**src/flash_host_pkg.sv**
```systemverilog
// constants for the flash programming host and its bus-cycle engine
package flash_host_pkg;
   localparam int CLK_NS = 50;
   // command codes written to the device's command latch
   localparam logic [7:0] CODE_READ = 8'h00;
   localparam logic [7:0] CODE_IDENT = 8'h90;
   localparam logic [7:0] CODE_ERASE = 8'h20;
   localparam logic [7:0] CODE_ERASE_CHECK = 8'hA0;
   localparam logic [7:0] CODE_PROG_SETUP = 8'h40;
   localparam logic [7:0] CODE_PROG_CHECK = 8'hC0;
   localparam logic [7:0] CODE_RESET = 8'hFF;
   localparam logic [7:0] ERASED_BYTE = 8'hFF;
   // identifier addresses
   localparam int ID_ADDR_MAKER = 0;
   localparam int ID_ADDR_PART = 1;
   // timing: least times round up, longest round down
   localparam int STROBE_NS = 100;
   localparam int STROBE_CYC = (STROBE_NS + CLK_NS - 1) / CLK_NS;
   localparam int ACCESS_NS = 90;
   localparam int ACCESS_CYC = (ACCESS_NS + CLK_NS - 1) / CLK_NS;
   localparam int PROG_PULSE_NS = 10000;
   localparam int PROG_PULSE_CYC = PROG_PULSE_NS / CLK_NS;
   localparam int PROG_MAX_PULSES = 25;
   localparam int ERASE_PULSE_US = 10000;
   localparam int ERASE_PULSE_CYC = (ERASE_PULSE_US * 1000) / CLK_NS;
   localparam int ERASE_MAX_PULSES = 1000;
   localparam int VERIFY_SETTLE_NS = 6000;
   localparam int VERIFY_SETTLE_CYC = (VERIFY_SETTLE_NS + CLK_NS - 1) / CLK_NS;
   localparam int VPP_RAMP_NS = 1000;
   localparam int VPP_RAMP_CYC = (VPP_RAMP_NS + CLK_NS - 1) / CLK_NS;
   // user operations
   typedef enum logic [2:0]
   {
      OP_READ = 3'h0,
      OP_IDENT = 3'h1,
      OP_ERASE = 3'h2,
      OP_PROG = 3'h3,
      OP_ABORT = 3'h4
   } op_t;
endpackage : flash_host_pkg

```
**src/flash_bus_cycle.sv**
```systemverilog
// one read or write cycle on the flash parallel pins
`timescale 1ns/10ps
module flash_bus_cycle
   import flash_host_pkg::*;
#(
   parameter int AW = 18
)
(
   // clock and reset
   input wire logic core_clk,
   input wire logic nrst,
   // request
   input wire logic start,
   input wire logic is_write,
   input wire logic [AW-1:0] addr,
   input wire logic [7:0] wdata,
   output logic done,
   output logic [7:0] rdata,
   // pins
   output logic [AW-1:0] mem_addr,
   output logic [7:0] dq_out,
   output logic dq_oe,
   input wire logic [7:0] dq_in,
   output logic ce_n,
   output logic we_n,
   output logic oe_n
);
   typedef enum logic [1:0] {PH_IDLE = 2'b00, PH_SETUP = 2'b01, PH_STROBE = 2'b11,
      PH_HOLD = 2'b10} phase_t;
   localparam logic [3:0] STROBE_LAST = 4'(STROBE_CYC - 1);
   localparam logic [3:0] ACCESS_LAST = 4'(ACCESS_CYC - 1);
   if (AW < 2 || AW > 32)
   begin : g_aw_check
      $error("flash_bus_cycle: AW out of range");
   end

   phase_t ph_r, ph_nxt;
   logic [3:0] cnt_r, cnt_nxt;
   logic wr_r, wr_nxt;
   logic [AW-1:0] addr_r, addr_nxt;
   logic [7:0] dq_r, dq_nxt, rd_r, rd_nxt;
   logic ce_r, ce_nxt, we_r, we_nxt, oe_r, oe_nxt, drv_r, drv_nxt, done_r, done_nxt;

   always_comb
   begin
      ph_nxt = ph_r;
      cnt_nxt = cnt_r;
      wr_nxt = wr_r;
      addr_nxt = addr_r;
      dq_nxt = dq_r;
      rd_nxt = rd_r;
      ce_nxt = ce_r;
      we_nxt = we_r;
      oe_nxt = oe_r;
      drv_nxt = drv_r;
      done_nxt = 1'b0;
      unique case (ph_r)
         PH_IDLE:
            if (start)
            begin
               // address and select settle a cycle before the strobe falls
               ph_nxt = PH_SETUP;
               wr_nxt = is_write;
               addr_nxt = addr;
               dq_nxt = wdata;
               ce_nxt = 1'b0;
               drv_nxt = is_write;
            end
         PH_SETUP:
         begin
            // device latches address on the falling write strobe
            ph_nxt = PH_STROBE;
            cnt_nxt = '0;
            we_nxt = !wr_r;
            oe_nxt = wr_r;
         end
         PH_STROBE:
            if (cnt_r == (wr_r ? STROBE_LAST : ACCESS_LAST))
            begin
               // data is latched on the rising strobe, so it holds one more cycle
               ph_nxt = PH_HOLD;
               we_nxt = 1'b1;
               oe_nxt = 1'b1;
               if (!wr_r)
                  rd_nxt = dq_in;
            end
            else
               cnt_nxt = cnt_r + 4'h1;
         PH_HOLD:
         begin
            ph_nxt = PH_IDLE;
            ce_nxt = 1'b1;
            drv_nxt = 1'b0;
            done_nxt = 1'b1;
         end
      endcase
   end

   always_ff @(posedge core_clk or negedge nrst)
      if (!nrst)
      begin
         ph_r <= PH_IDLE;
         cnt_r <= '0;
         wr_r <= 1'b0;
         addr_r <= '0;
         dq_r <= 8'h00;
         rd_r <= 8'h00;
         ce_r <= 1'b1;
         we_r <= 1'b1;
         oe_r <= 1'b1;
         drv_r <= 1'b0;
         done_r <= 1'b0;
      end
      else
      begin
         ph_r <= ph_nxt;
         cnt_r <= cnt_nxt;
         wr_r <= wr_nxt;
         addr_r <= addr_nxt;
         dq_r <= dq_nxt;
         rd_r <= rd_nxt;
         ce_r <= ce_nxt;
         we_r <= we_nxt;
         oe_r <= oe_nxt;
         drv_r <= drv_nxt;
         done_r <= done_nxt;
      end

   assign done = done_r;
   assign rdata = rd_r;
   assign mem_addr = addr_r;
   assign dq_out = dq_r;
   assign dq_oe = drv_r;
   assign ce_n = ce_r;
   assign we_n = we_r;
   assign oe_n = oe_r;
endmodule : flash_bus_cycle

```
**src/flash_prog_host.sv**
```systemverilog
// host sequencer that reads, identifies, erases and programs a byte-wide flash
`timescale 1ns/10ps
// Operation
// - identifier mode ends only by new command (the model also returns to read when vpp_en falls)
// - check address presented with command write
// - rewrite erase-check command before every byte
// - failed byte: erase again, resume there
// - leave erase check with a valid command
// - host compares program-check readback with payload
// - two all-ones writes after setup abort
// - after abort, host writes a valid command
// - program any order, check each byte immediately
// - writes need strobe and select both low
module flash_prog_host
   import flash_host_pkg::*;
#(
   parameter int AW = 18,
   parameter int ERASE_CYC = ERASE_PULSE_CYC,
   parameter int ERASE_TRIES = ERASE_MAX_PULSES,
   parameter int PROG_TRIES = PROG_MAX_PULSES
)
(
   // clock and reset
   input wire logic core_clk,
   input wire logic nrst,
   // user command port
   input wire logic cmd_valid,
   input wire logic [2:0] cmd_op,
   input wire logic [AW-1:0] cmd_addr,
   input wire logic [7:0] cmd_data,
   output logic busy,
   output logic done,
   output logic fail,
   output logic [7:0] rd_data,
   // flash pins
   output logic [AW-1:0] mem_addr,
   output logic [7:0] dq_out,
   output logic dq_oe,
   input wire logic [7:0] dq_in,
   output logic ce_n,
   output logic we_n,
   output logic oe_n,
   output logic vpp_en
);
   typedef enum logic [3:0]
   {
      S_IDLE = 4'b0000,
      S_VPP = 4'b0001,
      S_W1 = 4'b0011,
      S_W2 = 4'b0010,
      S_DWELL = 4'b0110,
      S_WV = 4'b0111,
      S_SETTLE = 4'b0101,
      S_RD = 4'b0100,
      S_EVAL = 4'b1100,
      S_WEXIT = 4'b1101,
      S_DONE = 4'b1111
   } state_t;

   localparam int TW = 24;
   localparam logic [TW-1:0] T_VPP = TW'(VPP_RAMP_CYC - 1);
   localparam logic [TW-1:0] T_PROG = TW'(PROG_PULSE_CYC - 1);
   localparam logic [TW-1:0] T_ERASE = TW'(ERASE_CYC - 1);
   localparam logic [TW-1:0] T_SETTLE = TW'(VERIFY_SETTLE_CYC - 1);
   localparam logic [AW-1:0] LAST_ADDR = '1;
   if (ERASE_CYC < 1 || ERASE_CYC >= (1 << TW))
   begin : g_erase_cyc_check
      $error("flash_prog_host: ERASE_CYC out of range");
   end
   if (ERASE_TRIES < 1 || ERASE_TRIES > 1023 || PROG_TRIES < 1 || PROG_TRIES > 1023)
   begin : g_tries_check
      $error("flash_prog_host: try limits out of range");
   end

   state_t st_r, st_nxt;
   op_t op_r, op_nxt;
   logic issued_r, issued_nxt;
   logic [TW-1:0] tmr_r, tmr_nxt;
   logic [9:0] tries_r, tries_nxt;
   logic [AW-1:0] addr_r, addr_nxt;
   logic [7:0] data_r, data_nxt, rd_r, rd_nxt;
   logic busy_r, busy_nxt, done_r, done_nxt, fail_r, fail_nxt, vpp_r, vpp_nxt;
   logic cyc_start, cyc_write, cyc_done;
   logic [AW-1:0] cyc_addr;
   logic [7:0] cyc_wdata, cyc_rdata;
   logic bus_state;

   flash_bus_cycle #(.AW(AW)) u_cycle (
      .core_clk(core_clk),
      .nrst(nrst),
      .start(cyc_start),
      .is_write(cyc_write),
      .addr(cyc_addr),
      .wdata(cyc_wdata),
      .done(cyc_done),
      .rdata(cyc_rdata),
      .mem_addr(mem_addr),
      .dq_out(dq_out),
      .dq_oe(dq_oe),
      .dq_in(dq_in),
      .ce_n(ce_n),
      .we_n(we_n),
      .oe_n(oe_n)
   );

   // what each bus state puts on the pins
   always_comb
   begin
      cyc_write = 1'b1;
      cyc_addr = addr_r;
      cyc_wdata = CODE_READ;
      unique case (st_r)
         S_W1:
            unique case (op_r)
               OP_READ: cyc_wdata = CODE_READ;
               OP_IDENT: cyc_wdata = CODE_IDENT;
               OP_ERASE: cyc_wdata = CODE_ERASE;
               OP_PROG: cyc_wdata = CODE_PROG_SETUP;
               OP_ABORT: cyc_wdata = CODE_RESET;
               default: cyc_wdata = CODE_READ;
            endcase
         S_W2:
            unique case (op_r)
               OP_ERASE: cyc_wdata = CODE_ERASE;
               OP_PROG: cyc_wdata = data_r;
               default: cyc_wdata = CODE_RESET;
            endcase
         // erase check carries the byte address; program check keeps the old one
         S_WV: cyc_wdata = (op_r == OP_ERASE) ? CODE_ERASE_CHECK
            : CODE_PROG_CHECK;
         S_RD: cyc_write = 1'b0;
         S_WEXIT: cyc_wdata = CODE_READ;
         default: cyc_write = 1'b1;
      endcase
   end

   assign bus_state = (st_r == S_W1) || (st_r == S_W2) || (st_r == S_WV) ||
      (st_r == S_RD) || (st_r == S_WEXIT);
   assign cyc_start = bus_state && !issued_r;

   always_comb
   begin
      st_nxt = st_r;
      op_nxt = op_r;
      issued_nxt = issued_r;
      tmr_nxt = tmr_r;
      tries_nxt = tries_r;
      addr_nxt = addr_r;
      data_nxt = data_r;
      rd_nxt = rd_r;
      busy_nxt = busy_r;
      done_nxt = 1'b0;
      fail_nxt = fail_r;
      vpp_nxt = vpp_r;
      if (cyc_start)
         issued_nxt = 1'b1;
      if (bus_state && cyc_done)
         issued_nxt = 1'b0;
      unique case (st_r)
         S_IDLE:
            if (cmd_valid)
            begin
               // undecoded codes take the abort path, which alters nothing
               op_nxt = (cmd_op > 3'h4) ? OP_ABORT : op_t'(cmd_op);
               addr_nxt = (op_t'(cmd_op) == OP_ERASE) ? '0 : cmd_addr;
               data_nxt = cmd_data;
               tries_nxt = '0;
               tmr_nxt = '0;
               busy_nxt = 1'b1;
               fail_nxt = 1'b0;
               // plain array reads need no programming supply
               if (op_t'(cmd_op) == OP_READ)
                  st_nxt = S_W1;
               else
               begin
                  vpp_nxt = 1'b1;
                  st_nxt = S_VPP;
               end
            end
         S_VPP:
            // supply must settle first, else the latch sits at read
            if (tmr_r == T_VPP)
               st_nxt = S_W1;
            else
               tmr_nxt = tmr_r + 1'b1;
         S_W1:
            if (cyc_done)
               st_nxt = (op_r == OP_READ || op_r == OP_IDENT) ? S_RD : S_W2;
         S_W2:
            if (cyc_done)
            begin
               tmr_nxt = '0;
               st_nxt = (op_r == OP_ABORT) ? S_WEXIT : S_DWELL;
            end
         S_DWELL:
            // operation runs from this rising strobe to the check write
            if (tmr_r == ((op_r == OP_ERASE) ? T_ERASE : T_PROG))
               st_nxt = S_WV;
            else
               tmr_nxt = tmr_r + 1'b1;
         S_WV:
            if (cyc_done)
            begin
               tmr_nxt = '0;
               st_nxt = S_SETTLE;
            end
         S_SETTLE:
            if (tmr_r == T_SETTLE)
               st_nxt = S_RD;
            else
               tmr_nxt = tmr_r + 1'b1;
         S_RD:
            if (cyc_done)
            begin
               rd_nxt = cyc_rdata;
               st_nxt = (op_r == OP_ERASE || op_r == OP_PROG) ? S_EVAL : S_WEXIT;
            end
         S_EVAL:
            if (op_r == OP_PROG)
            begin
               if (rd_r == data_r)
                  st_nxt = S_WEXIT;
               else if (tries_r == 10'(PROG_TRIES - 1))
               begin
                  fail_nxt = 1'b1;
                  st_nxt = S_WEXIT;
               end
               else
               begin
                  tries_nxt = tries_r + 10'h001;
                  st_nxt = S_W1;
               end
            end
            else if (rd_r == ERASED_BYTE)
            begin
               if (addr_r == LAST_ADDR)
                  st_nxt = S_WEXIT;
               else
               begin
                  addr_nxt = addr_r + 1'b1;
                  st_nxt = S_WV;
               end
            end
            else if (tries_r == 10'(ERASE_TRIES - 1))
            begin
               fail_nxt = 1'b1;
               st_nxt = S_WEXIT;
            end
            else
            begin
               // address is kept, so checking resumes at this byte
               tries_nxt = tries_r + 10'h001;
               st_nxt = S_W1;
            end
         S_WEXIT:
            if (cyc_done)
               st_nxt = S_DONE;
         S_DONE:
         begin
            vpp_nxt = 1'b0;
            busy_nxt = 1'b0;
            done_nxt = 1'b1;
            st_nxt = S_IDLE;
         end
         default:
            st_nxt = S_IDLE;
      endcase
   end

   always_ff @(posedge core_clk or negedge nrst)
      if (!nrst)
      begin
         st_r <= S_IDLE;
         op_r <= OP_READ;
         issued_r <= 1'b0;
         tmr_r <= '0;
         tries_r <= '0;
         addr_r <= '0;
         data_r <= 8'h00;
         rd_r <= 8'h00;
         busy_r <= 1'b0;
         done_r <= 1'b0;
         fail_r <= 1'b0;
         vpp_r <= 1'b0;
      end
      else
      begin
         st_r <= st_nxt;
         op_r <= op_nxt;
         issued_r <= issued_nxt;
         tmr_r <= tmr_nxt;
         tries_r <= tries_nxt;
         addr_r <= addr_nxt;
         data_r <= data_nxt;
         rd_r <= rd_nxt;
         busy_r <= busy_nxt;
         done_r <= done_nxt;
         fail_r <= fail_nxt;
         vpp_r <= vpp_nxt;
      end

   assign busy = busy_r;
   assign done = done_r;
   assign fail = fail_r;
   assign rd_data = rd_r;
   assign vpp_en = vpp_r;
endmodule : flash_prog_host

```
**config.mk**
```make
export PLATFORM = sky130hd
export DESIGN_NAME = flash_prog_host
export DESIGN_NICKNAME = d
export VERILOG_FILES = /design/src/flash_host_pkg.sv /design/src/flash_bus_cycle.sv /design/src/flash_prog_host.sv
export SDC_FILE = /design/constraint.sdc
export NUM_CORES = 1
export LEC_CHECK = 0
export ABC_AREA = 0
export BUFFER_PORTS_ARGS = -buffer_cell sky130_fd_sc_hd__buf_2
export CORE_MARGIN = 3
export CORE_UTILIZATION = 45
export CTS_BUF_LIST = sky130_fd_sc_hd__clkbuf_4 sky130_fd_sc_hd__clkbuf_8
export CTS_CLUSTER_SIZE = 30
export DETAILED_ROUTE_END_ITERATION = 7
export SLEW_MARGIN = 40
export SYNTH_ARGS = -nofsm -noshare
export SYNTH_HDL_FRONTEND = slang
export SYNTH_SLANG_ARGS = --single-unit
export TNS_END_PERCENT = 30
```
**constraint.sdc**
```tcl
create_clock -name core_clk -period 6.4 [get_ports core_clk]
set_input_delay 0.64 -clock core_clk [delete_from_list [all_inputs] [get_ports core_clk]]
set_output_delay 0.64 -clock core_clk [all_outputs]
set_load 0.05 [all_outputs]
```
==> impl_metrics.ini <==
[run_status]
outcome = completed

[pwr]
p_leak_nw = 3.38
vdd_drop_max_uv = 265
finalPower_w = 0.00377
power_density_nw_per_um2 = 493

[synth]
ys_ff_latch = 126
mappedNetlistArea_um2 = 6720
yosys.area.top_type_share_pct = 45.8
yosysUniqueCellTypes = 62
synth_ff_type = dfrtp_1
synth_edf_count = 0
synth_top_area_cell = dfrtp_1
synthTopCellsByArea = dfrtp_1, mux2_2, nand2_1
yosys_warnings = 0
syn_area_per_cell_um2 = 9.16
synthCells = 733
async_flop_share_pct = 100
synth_seq_area_share_pct = 47.0
syn-num-nets = 779

[die]
fp.dieH_um = 128
die-area_um2 = 16400
initial_core_util_pct = 46.0
die_w_um = 128
io_pins = 82
num_rows = 44
coreArea_um2 = 14600

[critical_path]
worst_ep_arrival_time_ns = 3.59
cp_max_fo = 26
cpPeakStageDelay_ns = 0.63
crit_required_ns = 6.72
crit_path_cell_trace = or3b_1 -> or4_4 -> a2111oi_2 -> or3_1 -> or2_4 -> o31ai_1
critPathLaunchType = register
path_class = reg2reg
worst_setup_path_end_kind = register
path_buf_inv = 0
crit_slowest_cell = or3_1
path_delay_family = simple AND/OR/NAND/NOR gates

[route]
drtAntennaViolNets = 0
drt_pass1_iterations = 5
vias = 5860
wire_per_inst_um = 16.8
drtIter0Drc = 404
drc_errors = 0
vias_per_cell = 5.93
wirelength_um = 16600

[final_layout]
area_delta_synth_final_pct = 14.0
most-common-layout-cells = dfrtp_1, nand2_1, buf_2
fin_util_pct = 52.5
layout.nets = 838
mostFrequentLayoutCell = dfrtp_1
diodes = 0
drive_gt1_share_pct = 21.0
final_cells = 989

[cts]
cts_root_buf = clkbuf_8
cts-resized-gates = 0
cts_tree = built
clk_pin_slew_worst_paths_ns = 0.07
cts_hold_buf = 0
cts_sinks = 126
cts_buffers = 17
ctsHtreeMaxLevel = 4
clockBufferDepth = 2
insertion_delay_ns = 0.45
post_cts_buffers = 0

[timing]
slew_viol_final = 0
slew_headroom_pct = 50.4
rsz0062_at_grt = no
fin_crit_sh_pct = 51.1
fin_setup_tns_ns = 0
clock.fmax_ghz = 0.306
setup_viol = 0
min_period_ns = 3.27
fin_skew_ns = 0.00954
hold_viol_final = 0
tightest_slew_ns = 0.745

[grt]
grt_pass1_vias = 5663
grt_max_degree = 66
antenna_found_initial = 0
grt_overflow = 0
grt_util_all_layers_pct = 21.2
grt_pass1_wl_um = 28100

[placement]
dp_cells = 957
gp_congestion = 0.853
numPortBuffers = 81
hpwl_um = 11500

[flow_run]
maxCapViolations = 0

[worst_hold_path]
hold_class = in2async
## synth_stat cells, types with 13 or more instances
| master | instances |
|---|---|
| nor2_1 | 55 |
| nand2_1 | 84 |
| clkbuf_1 | 31 |
| o21ai_0 | 62 |
| nand3_1 | 32 |
| and3_1 | 13 |
| dfrtp_1 | 123 |
| a31oi_1 | 15 |
| mux2_2 | 33 |
| nor3_1 | 13 |
| a21oi_1 | 56 |
| o31ai_1 | 19 |
| inv_1 | 14 |
| nand4_1 | 15 |
## through the flow
stage | area [um2] | setup WS [ns] | hold WS [ns]
after detailed placement | 7190 | 3.11 | 0.460
after CTS | 7630 | 3.11 | 0.294
after floorplan | 6720 | 3.70 | 0.344
after global routing | 7660 | 2.85 | 0.202
after global placement | 7180 | 3.22 | 0.461
final | 7660 | 3.13 | 0.169
## per-layer routing
layer | vias up | part of all wire, % | track usage, %
met4 | 0 | 1.5 | 7.37
li1 | 2810 | - | -
met5 | - | 0 | 0
met3 | 26 | 5.5 | 5.08
met2 | 189 | 48 | 33.3
met1 | 2835 | 45 | 28.9
## worst paths after layout
| check | from | endpoint | slack [ns] | cells after the start |
|---|---|---|---|---|
| max in group asynchronous | nrst | tmr_r[23] | 5.23 | 2 |
| worst min-delay path | nrst | u_cycle.dq_oe | 0.17 | 1 |
| worst min register to register | u_cycle.dq_out[4] | u_cycle.dq_out[4] | 0.48 | 1 |
| min in group core_clk | cmd_data[6] | data_r[6] | 0.38 | 3 |
| worst max register to register | op_r[1] | tmr_r[23] | 3.13 | 6 |
| worst max-delay path | op_r[1] | tmr_r[23] | 3.13 | 6 |
## registers in the layout (all words and copies together) (netlist names), 2 cells and up
name              count
tries_r              10
u_cycle.dq_out        8
u_cycle.mem_addr     18
u_cycle.ph_r          2
u_cycle.rdata         8
op_r                  3
addr_r               18
data_r                8
u_cycle.cnt_r         4
tmr_r                24
st_r                  4
rd_data               8
## where the power goes
part	switching (W)	internal, W
combinational	0.00104	0.000516
sequential	0.000346	0.00110
clock	0.000318	0.000451
## kinds of logic (layout without fill, tap and decap cells)
family	Yosys count	after routing	synth area share, %
AND/OR/NAND/NOR	280	280	20.8
XOR/XNOR	14	14	1.83
AO/OA/AOI/OAI	214	214	19.7
flip-flops	126	126	47.0
buffers and inverters	57	129	3.65
multiplexers	36	36	5.98
adder cells (fa/ha/maj)	6	6	1.12
## final cells by class
cell class,instances,area (um2)
clock buffer,21,277
clock inverter,11,164
fill,1353,6930
inverter,14,52.6
multi-input combinational,550,3350
sequential,126,3160
tap,184,230
timing repair buffer,83,430
## worst reg2reg max path, delay by kind of cell (launching register included)
| kind | cells | cell delay, ns |
|---|---|---|
| DFF | 1 | 0.60 |
| AOI/OAI and AO/OA | 2 | 0.46 |
| and+or+nand+nor | 4 | 2.09 |
Note: power is estimated with default switching activity, not from simulation.
